===== src/tsscm_pkg.sv =====
// package: constants and types for the two-speed start-up and clock monitor
package tsscm_pkg;

  // ----------------------------------------------------------------------
  // register map (avalon word addresses, byte offset = 4 * word)
  // ----------------------------------------------------------------------
  localparam logic [3:0] TSSCM_ADDR_CONFIG      = 4'h0;
  localparam logic [3:0] TSSCM_ADDR_OSC_CONTROL = 4'h1;
  localparam logic [3:0] TSSCM_ADDR_IRQ_STATUS  = 4'h2;
  localparam logic [3:0] TSSCM_ADDR_IRQ_ENABLE  = 4'h3;
  localparam logic [3:0] TSSCM_ADDR_IRQ_CLEAR   = 4'h4;
  localparam logic [3:0] TSSCM_ADDR_CONTROL     = 4'h5;

  // ----------------------------------------------------------------------
  // field positions
  // ----------------------------------------------------------------------
  localparam int TSSCM_CFG_SWITCHOVER_BIT = 0;
  localparam int TSSCM_CFG_MONITOR_BIT    = 1;
  localparam int TSSCM_OSC_SCS_LSB        = 0;
  localparam int TSSCM_OSC_STATUS_BIT     = 3;
  localparam int TSSCM_OSC_FAIL_BIT       = 4;
  localparam int TSSCM_CTL_SLEEP_BIT      = 0;
  localparam int TSSCM_CTL_FAILCLR_BIT    = 1;
  localparam int TSSCM_IRQ_SWITCH_BIT     = 0;
  localparam int TSSCM_IRQ_FAIL_BIT       = 1;
  localparam int TSSCM_IRQ_STARTUP_BIT    = 2;

  // ----------------------------------------------------------------------
  // reset values and timing
  // ----------------------------------------------------------------------
  localparam logic [1:0]  TSSCM_CONFIG_RESET = 2'h0;
  localparam logic [1:0]  TSSCM_SCS_RESET    = 2'h0;
  localparam logic [2:0]  TSSCM_IRQ_RESET    = 3'h0;
  localparam int          TSSCM_SAMPLE_DIV   = 64;
  localparam logic [5:0]  TSSCM_DIV_LAST     = 6'(TSSCM_SAMPLE_DIV - 1);

  // ----------------------------------------------------------------------
  // types
  // ----------------------------------------------------------------------
  typedef enum logic [1:0] {
    TSSCM_SCS_PRIMARY  = 2'h0,
    TSSCM_SCS_TIMER1   = 2'h1,
    TSSCM_SCS_INTERNAL = 2'h2,
    TSSCM_SCS_INT_ALT  = 2'h3
  } tsscm_scs_t;

  typedef enum logic [1:0] {
    TSSCM_ST_PRIMARY  = 2'b00,
    TSSCM_ST_STARTUP  = 2'b01,
    TSSCM_ST_FAILSAFE = 2'b11,
    TSSCM_ST_SLEEP    = 2'b10
  } tsscm_state_t;

  typedef struct packed {
    logic [3:0]  address;
    logic        read;
    logic        write;
    logic [31:0] writedata;
  } tsscm_bus_req_t;

  typedef struct packed {
    logic        switchover_enable;
    logic        clock_monitor_enable;
  } tsscm_config_t;

endpackage : tsscm_pkg


===== src/tsscm_monitor.sv =====
// clock monitor latch and sample-clock divider
`timescale 1ns/1ns
`default_nettype none
module tsscm_monitor
  import tsscm_pkg::*;
(
  input  wire logic core_clk_in,
  input  wire logic reset_in,
  input  wire logic enable_in,
  input  wire logic rc_tick_in,
  input  wire logic mon_fall_in,
  output logic      sample_edge_out,
  output logic      fail_out
);

  logic [5:0] div_reg;
  logic       latch_reg;

  // ----------------------------------------------------------------------
  // sample clock: rc ticks divided by 64
  // ----------------------------------------------------------------------
  always_ff @(posedge core_clk_in) begin
    if (reset_in || !enable_in) begin
      div_reg <= 6'h00;
    end else if (rc_tick_in) begin
      div_reg <= (div_reg == TSSCM_DIV_LAST) ? 6'h00 : div_reg + 6'h01;
    end
  end

  assign sample_edge_out = enable_in && rc_tick_in && (div_reg == TSSCM_DIV_LAST);

  // ----------------------------------------------------------------------
  // latch: set by monitored falling edge, cleared by sample edge
  // ----------------------------------------------------------------------
  always_ff @(posedge core_clk_in) begin
    if (reset_in || !enable_in) begin
      latch_reg <= 1'b1;
    end else if (mon_fall_in) begin
      latch_reg <= 1'b1;
    end else if (sample_edge_out) begin
      latch_reg <= 1'b0;
    end
  end

  // a fall coinciding with the sample edge counts as activity
  assign fail_out = sample_edge_out && !latch_reg && !mon_fall_in;

endmodule : tsscm_monitor
`default_nettype wire


===== src/tsscm_top.sv =====
// two-speed start-up controller with fail-safe clock monitor
// Overview of operation
// - two-speed start-up acts only while the switchover enable bit is set
// - resets and sleep wakes select the internal oscillator when enabled
// - start-up timer expiry switches to primary run mode automatically
// - other mode changes ignore switchover; source switches at once, run mode waits for primary ready
// - clock-select writes and sleep requests accepted during internal start-up
// - status bit 3 reads one on primary clock, zero on internal
// - with monitor enabled, primary failure switches to internal oscillator
// - internal oscillator forced running while monitor is enabled
// - sample clock is internal oscillator divided by 64
// - latch set by monitored falling edge, cleared by sample rising edge
`timescale 1ns/1ns
`default_nettype none
module tsscm_top
  import tsscm_pkg::*;
(
  input  wire logic        core_clk_in,
  input  wire logic        reset_in,
  input  wire logic        power_up_done_in,
  input  wire logic        ost_done_in,
  input  wire logic        wake_in,
  input  wire logic        rc_osc_in,
  input  wire logic        primary_clk_in,
  input  wire logic [3:0]  avs_address_in,
  input  wire logic        avs_read_in,
  input  wire logic        avs_write_in,
  input  wire logic [31:0] avs_writedata_in,
  output logic [31:0]      avs_readdata_out,
  output logic             avs_waitrequest_out,
  output logic             use_internal_clk_out,
  output logic             internal_rc_run_out,
  output logic             primary_run_mode_out,
  output logic             sleep_out,
  output logic             irq_out
);

  // ----------------------------------------------------------------------
  // pin synchronisers
  // ----------------------------------------------------------------------
  logic [4:0] sync1_reg;
  logic [4:0] sync2_reg;
  logic       rc_prev_reg;
  logic       pri_prev_reg;
  logic       pwr_ok;
  logic       ost_ok;
  logic       wake_ok;
  logic       rc_tick;
  logic       pri_fall;

  always_ff @(posedge core_clk_in) begin
    if (reset_in) begin
      sync1_reg <= 5'h00;
      sync2_reg <= 5'h00;
    end else begin
      sync1_reg <= {primary_clk_in, rc_osc_in, wake_in, ost_done_in, power_up_done_in};
      sync2_reg <= sync1_reg;
    end
  end

  always_ff @(posedge core_clk_in) begin
    if (reset_in) begin
      rc_prev_reg  <= 1'b0;
      pri_prev_reg <= 1'b0;
    end else begin
      rc_prev_reg  <= sync2_reg[3];
      pri_prev_reg <= sync2_reg[4];
    end
  end

  assign pwr_ok   = sync2_reg[0];
  assign ost_ok   = sync2_reg[1];
  assign wake_ok  = sync2_reg[2];
  assign rc_tick  = sync2_reg[3] && !rc_prev_reg;
  assign pri_fall = !sync2_reg[4] && pri_prev_reg;

  // ----------------------------------------------------------------------
  // avalon slave
  // ----------------------------------------------------------------------
  tsscm_bus_req_t req;
  tsscm_config_t  config_reg;
  logic [1:0]     scs_reg;
  logic [2:0]     irq_status_reg;
  logic [2:0]     irq_enable_reg;
  logic           fail_flag_reg;
  logic           ack_reg;
  logic           wr_go;
  logic           rd_go;

  function automatic logic hit(input logic [3:0] addr, input logic [3:0] target);
    hit = (addr == target);
  endfunction

  assign req = '{address: avs_address_in, read: avs_read_in, write: avs_write_in, writedata: avs_writedata_in};

  // one wait cycle per access, then the access completes
  always_ff @(posedge core_clk_in) begin
    if (reset_in) begin
      ack_reg <= 1'b0;
    end else begin
      ack_reg <= (req.read || req.write) && !ack_reg;
    end
  end

  assign avs_waitrequest_out = (req.read || req.write) && !ack_reg;
  assign wr_go = req.write && ack_reg;
  // load read data in the wait cycle so it stands at the completing edge
  assign rd_go = req.read && !ack_reg;

  always_ff @(posedge core_clk_in) begin
    if (reset_in) begin
      config_reg <= TSSCM_CONFIG_RESET;
    end else if (wr_go && hit(req.address, TSSCM_ADDR_CONFIG)) begin
      config_reg.switchover_enable    <= req.writedata[TSSCM_CFG_SWITCHOVER_BIT];
      config_reg.clock_monitor_enable <= req.writedata[TSSCM_CFG_MONITOR_BIT];
    end
  end

  // clock-select stays writable in every state, start-up included
  always_ff @(posedge core_clk_in) begin
    if (reset_in) begin
      scs_reg <= TSSCM_SCS_RESET;
    end else if (wr_go && hit(req.address, TSSCM_ADDR_OSC_CONTROL)) begin
      scs_reg <= req.writedata[TSSCM_OSC_SCS_LSB +: 2];
    end
  end

  always_ff @(posedge core_clk_in) begin
    if (reset_in) begin
      irq_enable_reg <= TSSCM_IRQ_RESET;
    end else if (wr_go && hit(req.address, TSSCM_ADDR_IRQ_ENABLE)) begin
      irq_enable_reg <= req.writedata[2:0];
    end
  end

  // ----------------------------------------------------------------------
  // clock source state machine
  // ----------------------------------------------------------------------
  tsscm_state_t state_reg;
  tsscm_state_t state_next;
  logic         boot_pending_reg;
  logic         sleep_req;
  logic         fail_clr;
  logic         mon_fail;
  logic         sample_edge;
  logic         want_internal;

  assign sleep_req = wr_go && hit(req.address, TSSCM_ADDR_CONTROL) && req.writedata[TSSCM_CTL_SLEEP_BIT];
  assign fail_clr  = wr_go && hit(req.address, TSSCM_ADDR_CONTROL) && req.writedata[TSSCM_CTL_FAILCLR_BIT];
  assign want_internal = (scs_reg == TSSCM_SCS_INTERNAL) || (scs_reg == TSSCM_SCS_INT_ALT);

  // start-up decision waits for the power-up timer after reset
  always_ff @(posedge core_clk_in) begin
    if (reset_in) begin
      boot_pending_reg <= 1'b1;
    end else if (pwr_ok) begin
      boot_pending_reg <= 1'b0;
    end
  end

  always_comb begin
    state_next = state_reg;
    case (state_reg)
      TSSCM_ST_PRIMARY: begin
        if (boot_pending_reg && pwr_ok && config_reg.switchover_enable && !ost_ok) begin
          state_next = TSSCM_ST_STARTUP;
        end else if (mon_fail) begin
          state_next = TSSCM_ST_FAILSAFE;
        end else if (sleep_req) begin
          state_next = TSSCM_ST_SLEEP;
        end
      end
      TSSCM_ST_STARTUP: begin
        if (sleep_req) begin
          state_next = TSSCM_ST_SLEEP;
        end else if (ost_ok) begin
          state_next = TSSCM_ST_PRIMARY;
        end
      end
      TSSCM_ST_FAILSAFE: begin
        if (fail_clr) begin
          state_next = TSSCM_ST_PRIMARY;
        end else if (sleep_req) begin
          state_next = TSSCM_ST_SLEEP;
        end
      end
      TSSCM_ST_SLEEP: begin
        if (wake_ok) begin
          if (config_reg.switchover_enable && !ost_ok) begin
            state_next = TSSCM_ST_STARTUP;
          end else begin
            state_next = TSSCM_ST_PRIMARY;
          end
        end
      end
      default: begin
        state_next = TSSCM_ST_PRIMARY;
      end
    endcase
  end

  always_ff @(posedge core_clk_in) begin
    if (reset_in) begin
      state_reg <= TSSCM_ST_PRIMARY;
    end else begin
      state_reg <= state_next;
    end
  end

  // ----------------------------------------------------------------------
  // fail-safe monitor
  // ----------------------------------------------------------------------
  logic monitoring;

  // only meaningful while the primary is the source being watched
  assign monitoring = config_reg.clock_monitor_enable && (state_reg == TSSCM_ST_PRIMARY) && !boot_pending_reg;

  tsscm_monitor u_monitor (
    .core_clk_in     (core_clk_in),
    .reset_in        (reset_in),
    .enable_in       (monitoring),
    .rc_tick_in      (rc_tick),
    .mon_fall_in     (pri_fall),
    .sample_edge_out (sample_edge),
    .fail_out        (mon_fail)
  );

  always_ff @(posedge core_clk_in) begin
    if (reset_in) begin
      fail_flag_reg <= 1'b0;
    end else if (mon_fail) begin
      fail_flag_reg <= 1'b1;
    end else if (fail_clr) begin
      fail_flag_reg <= 1'b0;
    end
  end

  // ----------------------------------------------------------------------
  // interrupt status: set wins over clear
  // ----------------------------------------------------------------------
  logic [2:0] irq_events;
  logic [2:0] irq_clear;

  assign irq_events[TSSCM_IRQ_SWITCH_BIT]  = (state_reg == TSSCM_ST_STARTUP) && (state_next == TSSCM_ST_PRIMARY);
  assign irq_events[TSSCM_IRQ_FAIL_BIT]    = mon_fail;
  assign irq_events[TSSCM_IRQ_STARTUP_BIT] = (state_reg != TSSCM_ST_STARTUP) && (state_next == TSSCM_ST_STARTUP);
  assign irq_clear = (wr_go && hit(req.address, TSSCM_ADDR_IRQ_CLEAR)) ? req.writedata[2:0] : 3'h0;

  always_ff @(posedge core_clk_in) begin
    if (reset_in) begin
      irq_status_reg <= TSSCM_IRQ_RESET;
    end else begin
      irq_status_reg <= (irq_status_reg & ~irq_clear) | irq_events;
    end
  end

  assign irq_out = |(irq_status_reg & irq_enable_reg);

  // ----------------------------------------------------------------------
  // clock outputs
  // ----------------------------------------------------------------------
  logic on_primary;

  // outside start-up, fail-safe and sleep the software selection stands, so
  // a plain mode change switches its source at once; run mode waits for ost
  assign on_primary = (state_reg == TSSCM_ST_PRIMARY) && !want_internal && !boot_pending_reg;

  always_ff @(posedge core_clk_in) begin
    if (reset_in) begin
      use_internal_clk_out <= 1'b1;
      primary_run_mode_out <= 1'b0;
      sleep_out            <= 1'b0;
    end else begin
      use_internal_clk_out <= !on_primary;
      primary_run_mode_out <= on_primary && ost_ok;
      sleep_out            <= (state_next == TSSCM_ST_SLEEP);
    end
  end

  always_ff @(posedge core_clk_in) begin
    if (reset_in) begin
      internal_rc_run_out <= 1'b1;
    end else begin
      internal_rc_run_out <= config_reg.clock_monitor_enable || (state_next != TSSCM_ST_PRIMARY) || want_internal;
    end
  end

  // ----------------------------------------------------------------------
  // read data
  // ----------------------------------------------------------------------
  always_ff @(posedge core_clk_in) begin
    if (reset_in) begin
      avs_readdata_out <= 32'h00000000;
    end else if (rd_go) begin
      avs_readdata_out <= 32'h00000000;
      case (req.address)
        TSSCM_ADDR_CONFIG: begin
          avs_readdata_out[TSSCM_CFG_SWITCHOVER_BIT] <= config_reg.switchover_enable;
          avs_readdata_out[TSSCM_CFG_MONITOR_BIT]    <= config_reg.clock_monitor_enable;
        end
        TSSCM_ADDR_OSC_CONTROL: begin
          avs_readdata_out[TSSCM_OSC_SCS_LSB +: 2]  <= scs_reg;
          avs_readdata_out[TSSCM_OSC_STATUS_BIT]    <= !use_internal_clk_out;
          avs_readdata_out[TSSCM_OSC_FAIL_BIT]      <= fail_flag_reg;
        end
        TSSCM_ADDR_IRQ_STATUS: begin
          avs_readdata_out[2:0] <= irq_status_reg;
        end
        TSSCM_ADDR_IRQ_ENABLE: begin
          avs_readdata_out[2:0] <= irq_enable_reg;
        end
        default: begin
          avs_readdata_out <= 32'h00000000;
        end
      endcase
    end
  end

endmodule : tsscm_top
`default_nettype wire


===== config.mk =====
export PLATFORM = sky130hd
export DESIGN_NAME = tsscm_top
export DESIGN_NICKNAME = d
export VERILOG_FILES = /design/src/tsscm_pkg.sv /design/src/tsscm_monitor.sv /design/src/tsscm_top.sv
export SDC_FILE = /design/constraint.sdc
export NUM_CORES = 1
export LEC_CHECK = 0
export BUFFER_PORTS_ARGS = -buffer_cell sky130_fd_sc_hd__buf_2
export CAP_MARGIN = 20
export CORE_MARGIN = 5
export CORE_UTILIZATION = 35
export CTS_CLUSTER_DIAMETER = 100
export DETAILED_ROUTE_END_ITERATION = 10
export SETUP_SLACK_MARGIN = 0.15
export SYNTH_ARGS = -nofsm -noshare
export SYNTH_HDL_FRONTEND = slang
export SYNTH_SLANG_ARGS = --single-unit

===== constraint.sdc =====
create_clock -name core_clk_in -period 2.37 [get_ports core_clk_in]
set_input_delay 0.237 -clock core_clk_in [delete_from_list [all_inputs] [get_ports core_clk_in]]
set_output_delay 0.237 -clock core_clk_in [all_outputs]
set_load 0.005 [all_outputs]

Yosys cells after proc, flatten, opt, wreduce, memory -nomap -nowiden --
Cells that the tools add are included.
Cells by class: $add $sub $neg 1, multiply operators 0, div/mod/pow operators 0, magnitude comparators 0, equality and inequality tests 14, shift operators 0, mux-type cells 16, bitwise logic cells 4, reduce and logical (&&, ||, !) cells 50
Operators by type and width (count):
- $logic_and 1x1->1 | 27
- $mux 2 | 8
- $pmux 2 s4 | 2
- $logic_not 1->1 | 11
- $eq 2x2->1 const B | 5
- $eq 4x2->1 const B | 2
- $eq 4x3->1 const B | 2
- $add 6x1->6 const B | 1
- $and 3x3->3 | 2
- $eq 6x6->1 const B | 1
- $mux 6 | 1
- $logic_or 1x1->1 | 5
- $eq 2x1->1 const B | 2
- $eq 4x1->1 const B | 1
- $logic_not 2->1 | 2
- $logic_not 4->1 | 1
- $reduce_bool 2->1 | 2
- $mux 1 | 3
- $mux 3 | 1
- $not 3->3 | 1
- $or 3x3->3 | 1
- $reduce_or 3->1 | 1
- $ne 2x1->1 const B | 1
- $pmux 1 s2 | 1
- $reduce_or 2->1 | 1
Storage, ports and cells: register bits 43, latch bits 0, bits in writable memories 0, ROM bits 0, input bits 45, memories 0

Depth between registers and ports, before layout --
word-level depth 13, depth in mapped cells 6, gate-level depth less buffers 5

Hierarchy --
A second synthesis with hierarchy kept.
Unflattened totals: cells, all modules 212, area total of the unflattened synthesis 1925.6 um^2
By module, submodules not included:
- tsscm_top | instances 1, cells each 179, area each 1620.3 um^2, sequential area each 720.7 um^2
- tsscm_monitor | instances 1, cells each 33, area each 305.3 um^2, sequential area each 140.1 um^2

Worst setup path after synthesis --
Ideal clock, no wire load.
kind register -> register, start register u_monitor.div_reg[0], end register irq_status_reg[0], arrival time 1433 ps, path slack 820 ps, stages on the path, launching flop included 6, clock period less this slack 1550 ps, cells stage by stage dfxtp_1 ha_1 nand4_4 nor4_4 o21ai_2 a32o_1
Between the ends: word-level cells in the longest chain between the ends 10
Ends and longest elaborated chain:
- from (decl) | RTL line tsscm_monitor.sv:16 | logic [5:0] div_reg;
- from (signal assigned) | RTL line tsscm_monitor.sv:26 | div_reg <= (div_reg == TSSCM_DIV_LAST) ? 6'h00 : div_reg + 6'h01;
- $eq 6x6->1 | RTL line tsscm_monitor.sv:30 | assign sample_edge_out = enable_in && rc_tick_in && (div_reg == TSSCM_DIV_LAST);
- $logic_and 1x1->1 | RTL line tsscm_monitor.sv:30
- $logic_and 1x1->1 (2 in a row) | RTL line tsscm_monitor.sv:46 | assign fail_out = sample_edge_out && !latch_reg && !mon_fall_in;
- $mux 2 | RTL line tsscm_top.sv:167 | end else if (mon_fail) begin
- $mux 2 | RTL line tsscm_top.sv:165 | if (boot_pending_reg && pwr_ok && config_reg.switchover_enable && !ost_ok) begin
- $pmux 2 s4 | RTL line tsscm_top.sv:163 | case (state_reg)
- $logic_not 2->1 | RTL line tsscm_top.sv:244 | assign irq_events[TSSCM_IRQ_SWITCH_BIT] = (state_reg == TSSCM_ST_STARTUP) && (state_next == TSSCM_ST_PRIMARY);
- $logic_and 1x1->1 | RTL line tsscm_top.sv:244
- $or 3x3->3 | RTL line tsscm_top.sv:253 | irq_status_reg <= (irq_status_reg & ~irq_clear) | irq_events;
- to (signal assigned) | RTL line tsscm_top.sv:253
- to (decl) | RTL line tsscm_top.sv:83 | logic [2:0] irq_status_reg;
No other way between the ends. A chain may end at the register's enable or synchronous reset.

Final worst setup path --
Same ends and word-level chain as after synthesis.

==> qor.csv <==
metric,value,unit
final_cells,312,
synth_edf_count,0,
cts-root-buf,clkbuf_8,
swShare,22.60,%
cts_made_buffers,5,
clockBufferDepth,2,
slew_viol_final,0,
hold_class,in -> reg,
synth-async-reset-ratio,0,%
p_seq_share,59.1,%
cts_sinks,43,
worst_ep_required_time,2550,ps
ys_warn_count,0,
clockPowerShare,34.3,%
power,1.257,mW
grt_overflow,0,
ant_nets,0,
synth_top_area_cell,dfxtp_1,
pre_cts_slack,620.4,ps
synthCells,212,
p_per_area,584.0,nW/um2
n_antenna_cell,0,
firstDrtPassIters,4,
synth_flop_cell,dfxtp_1,
tightest_slew,526.2,ps
p_comb_share,6.6,%
yosys-top-cells-count,"43 x dfxtp_1, 28 x buf_4, 25 x nor2_1",
dp_hpwl,2757,um
vias_per_cell,4.449,
syn_area,1969,um2
crit_path_start_kind,flip-flop,
multi_input_area,940.9,um2
crit_path_end_kind,flip-flop,
synthSimpleGateAreaFrac,24.65,%
hold_buffers,0,
wirelength,3565,um
cts.repair.resized,0,
synthToLayoutAreaGrowth,9.276,%
yosysMostFrequentCell,dfxtp_1,
pin_count,83,
cts_setup_buffers,0,
fin_nets,285,
placed_area,2071,um2
fill_cells,579,
period_share,73.14,%
syn_avg_cell_area,9.290,um2
num_vias,1388,
fin_crit,1734,ps
finalClockSkew,7.664,ps
criticalPathCategory,reg -> reg,
ys_top_cells_by_area,"dfxtp_1 44%, buf_4 11%, nor2_1 4.8%",
grt_start_max_net_pins,23,
coreArea,5473,um2
detail_route.wl_per_cell,11.43,um
wl_met3,256,um
io_buffer_count,26,
grt_pass1_vias,1391,
slew_headroom,64.62,%
hold_viol,0,
internal_power,972.8,uW
synth_compound_area_share,9.657,%
wl_met1,1709,um
die_y,85.01,um
grt_pass1_wl,6292,um
rsz0062_at_grt,false,
drc,0,
die_w,85.01,um
p_switching,284.0,uW
setup_viol,0,
max_freq,576.9,MHz
yosysSeqAreaShare,43.71,%
drive_gt1_share,19.58,%
drv_cap,0,
layout_setup_ws,636.5,ps
cts-htree-levels,2,
cp.arrival,1920,ps
yosysUniqueCellTypes,45,
drt_iter0_drc,41,
rows,27,
gr-usage-all-layers,10.66,%
antenna_found_initial,0,
yosysTopAreaCellShare,43.71,%
clk_latency,280,ps
wl_met2,1557,um
leakage,0.8865,nW
tritoncts,done,
ys_seq_elements,43,
synthXorXnorAreaFrac,1.779,%
dp.cells,304,
fin_hold_ws,153.3,ps
die-area,7227,um2
peakVddDrop,0.0003128,V
synth_mux_area_share,5.909,%
final_util,39.32,%
gp_congestion,0.8350,
largest_register_ffs,6,
clk_pin_slew_worst_paths,80,ps
setup_tns,0,ps
status,"finished, final reports clean",
ff_latch_area,860.8,um2
synthAdderAreaFrac,0.6353,%
stdcell_area,2152,um2
cp_max_fo,6,
start_util,35.99,%
synth_top_family_by_area,simple AND/OR/NAND/NOR gates,
top_layer_used,met4,
per-layer routing:
| layer | track usage, % | vias up |
|---|---|---|
| met5 | 0 | - |
| met4 | 4.604 | 0 |
| met3 | 3.301 | 4 |
| met2 | 16.31 | 43 |
| met1 | 13.80 | 613 |
| li1 | - | 728 |
cells in the final DEF, fill, tap and decap left out, types with 4 or more instances in the layout:
cell,netlist,routed
nor2_1,25,25
mux2i_1,6,6
nor2b_1,14,14
clkbuf_8,0,5
a21oi_1,7,7
conb_1,1,27
buf_2,0,26
nor3_1,10,10
nand2_1,14,14
inv_1,7,7
nand3_1,4,4
dfxtp_1,43,43
power groups by stage:
stage	registers, mW	logic (mW)	clock network, mW
floorplan	0.758	0.0856	0
global placement	0.759	0.0819	0
detailed placement	0.760	0.0820	0
CTS	0.743	0.0823	0.449
global route	0.745	0.0951	0.484
finish	0.743	0.0828	0.431
final cells by class:
type	instances	share of cell area, %
sequential	43	40.00
inverter	7	1.221
clock buffer	7	3.547
clock inverter	1	0.2326
timing repair buffer	29	7.093
tap	72	4.186
multi-input combinational	153	43.72
final timing paths:
check / from / endpoint / slack (ps) / cells after the start
min: rc_osc_in / sync1_reg[3] / 150 / 2
min reg2reg: sync1_reg[0] / sync2_reg[0] / 440 / 1
max reg2reg: u_monitor.div_reg[0] / irq_status_reg[0] / 640 / 5
max: u_monitor.div_reg[0] / irq_status_reg[0] / 640 / 5
kinds of logic (layout without fill, tap and decap cells):
logic type      Yosys count  in the layout
compound gates           25             25
xor+xnor                  4              4
fa+ha+maj                 1              1
buf+inv                  42             44
flops                    43             43
mux                       9              9
other cells               1             27
simple gates             87             87
critical path, cell delays in order, from the launching register on:
cell and delay (ps):
dfxtp_1 370, ha_1 250, nand4_4 130, nor4_4 470, o21ai_2 160, a32o_1 230
Note: power is estimated with default switching activity, not from simulation.
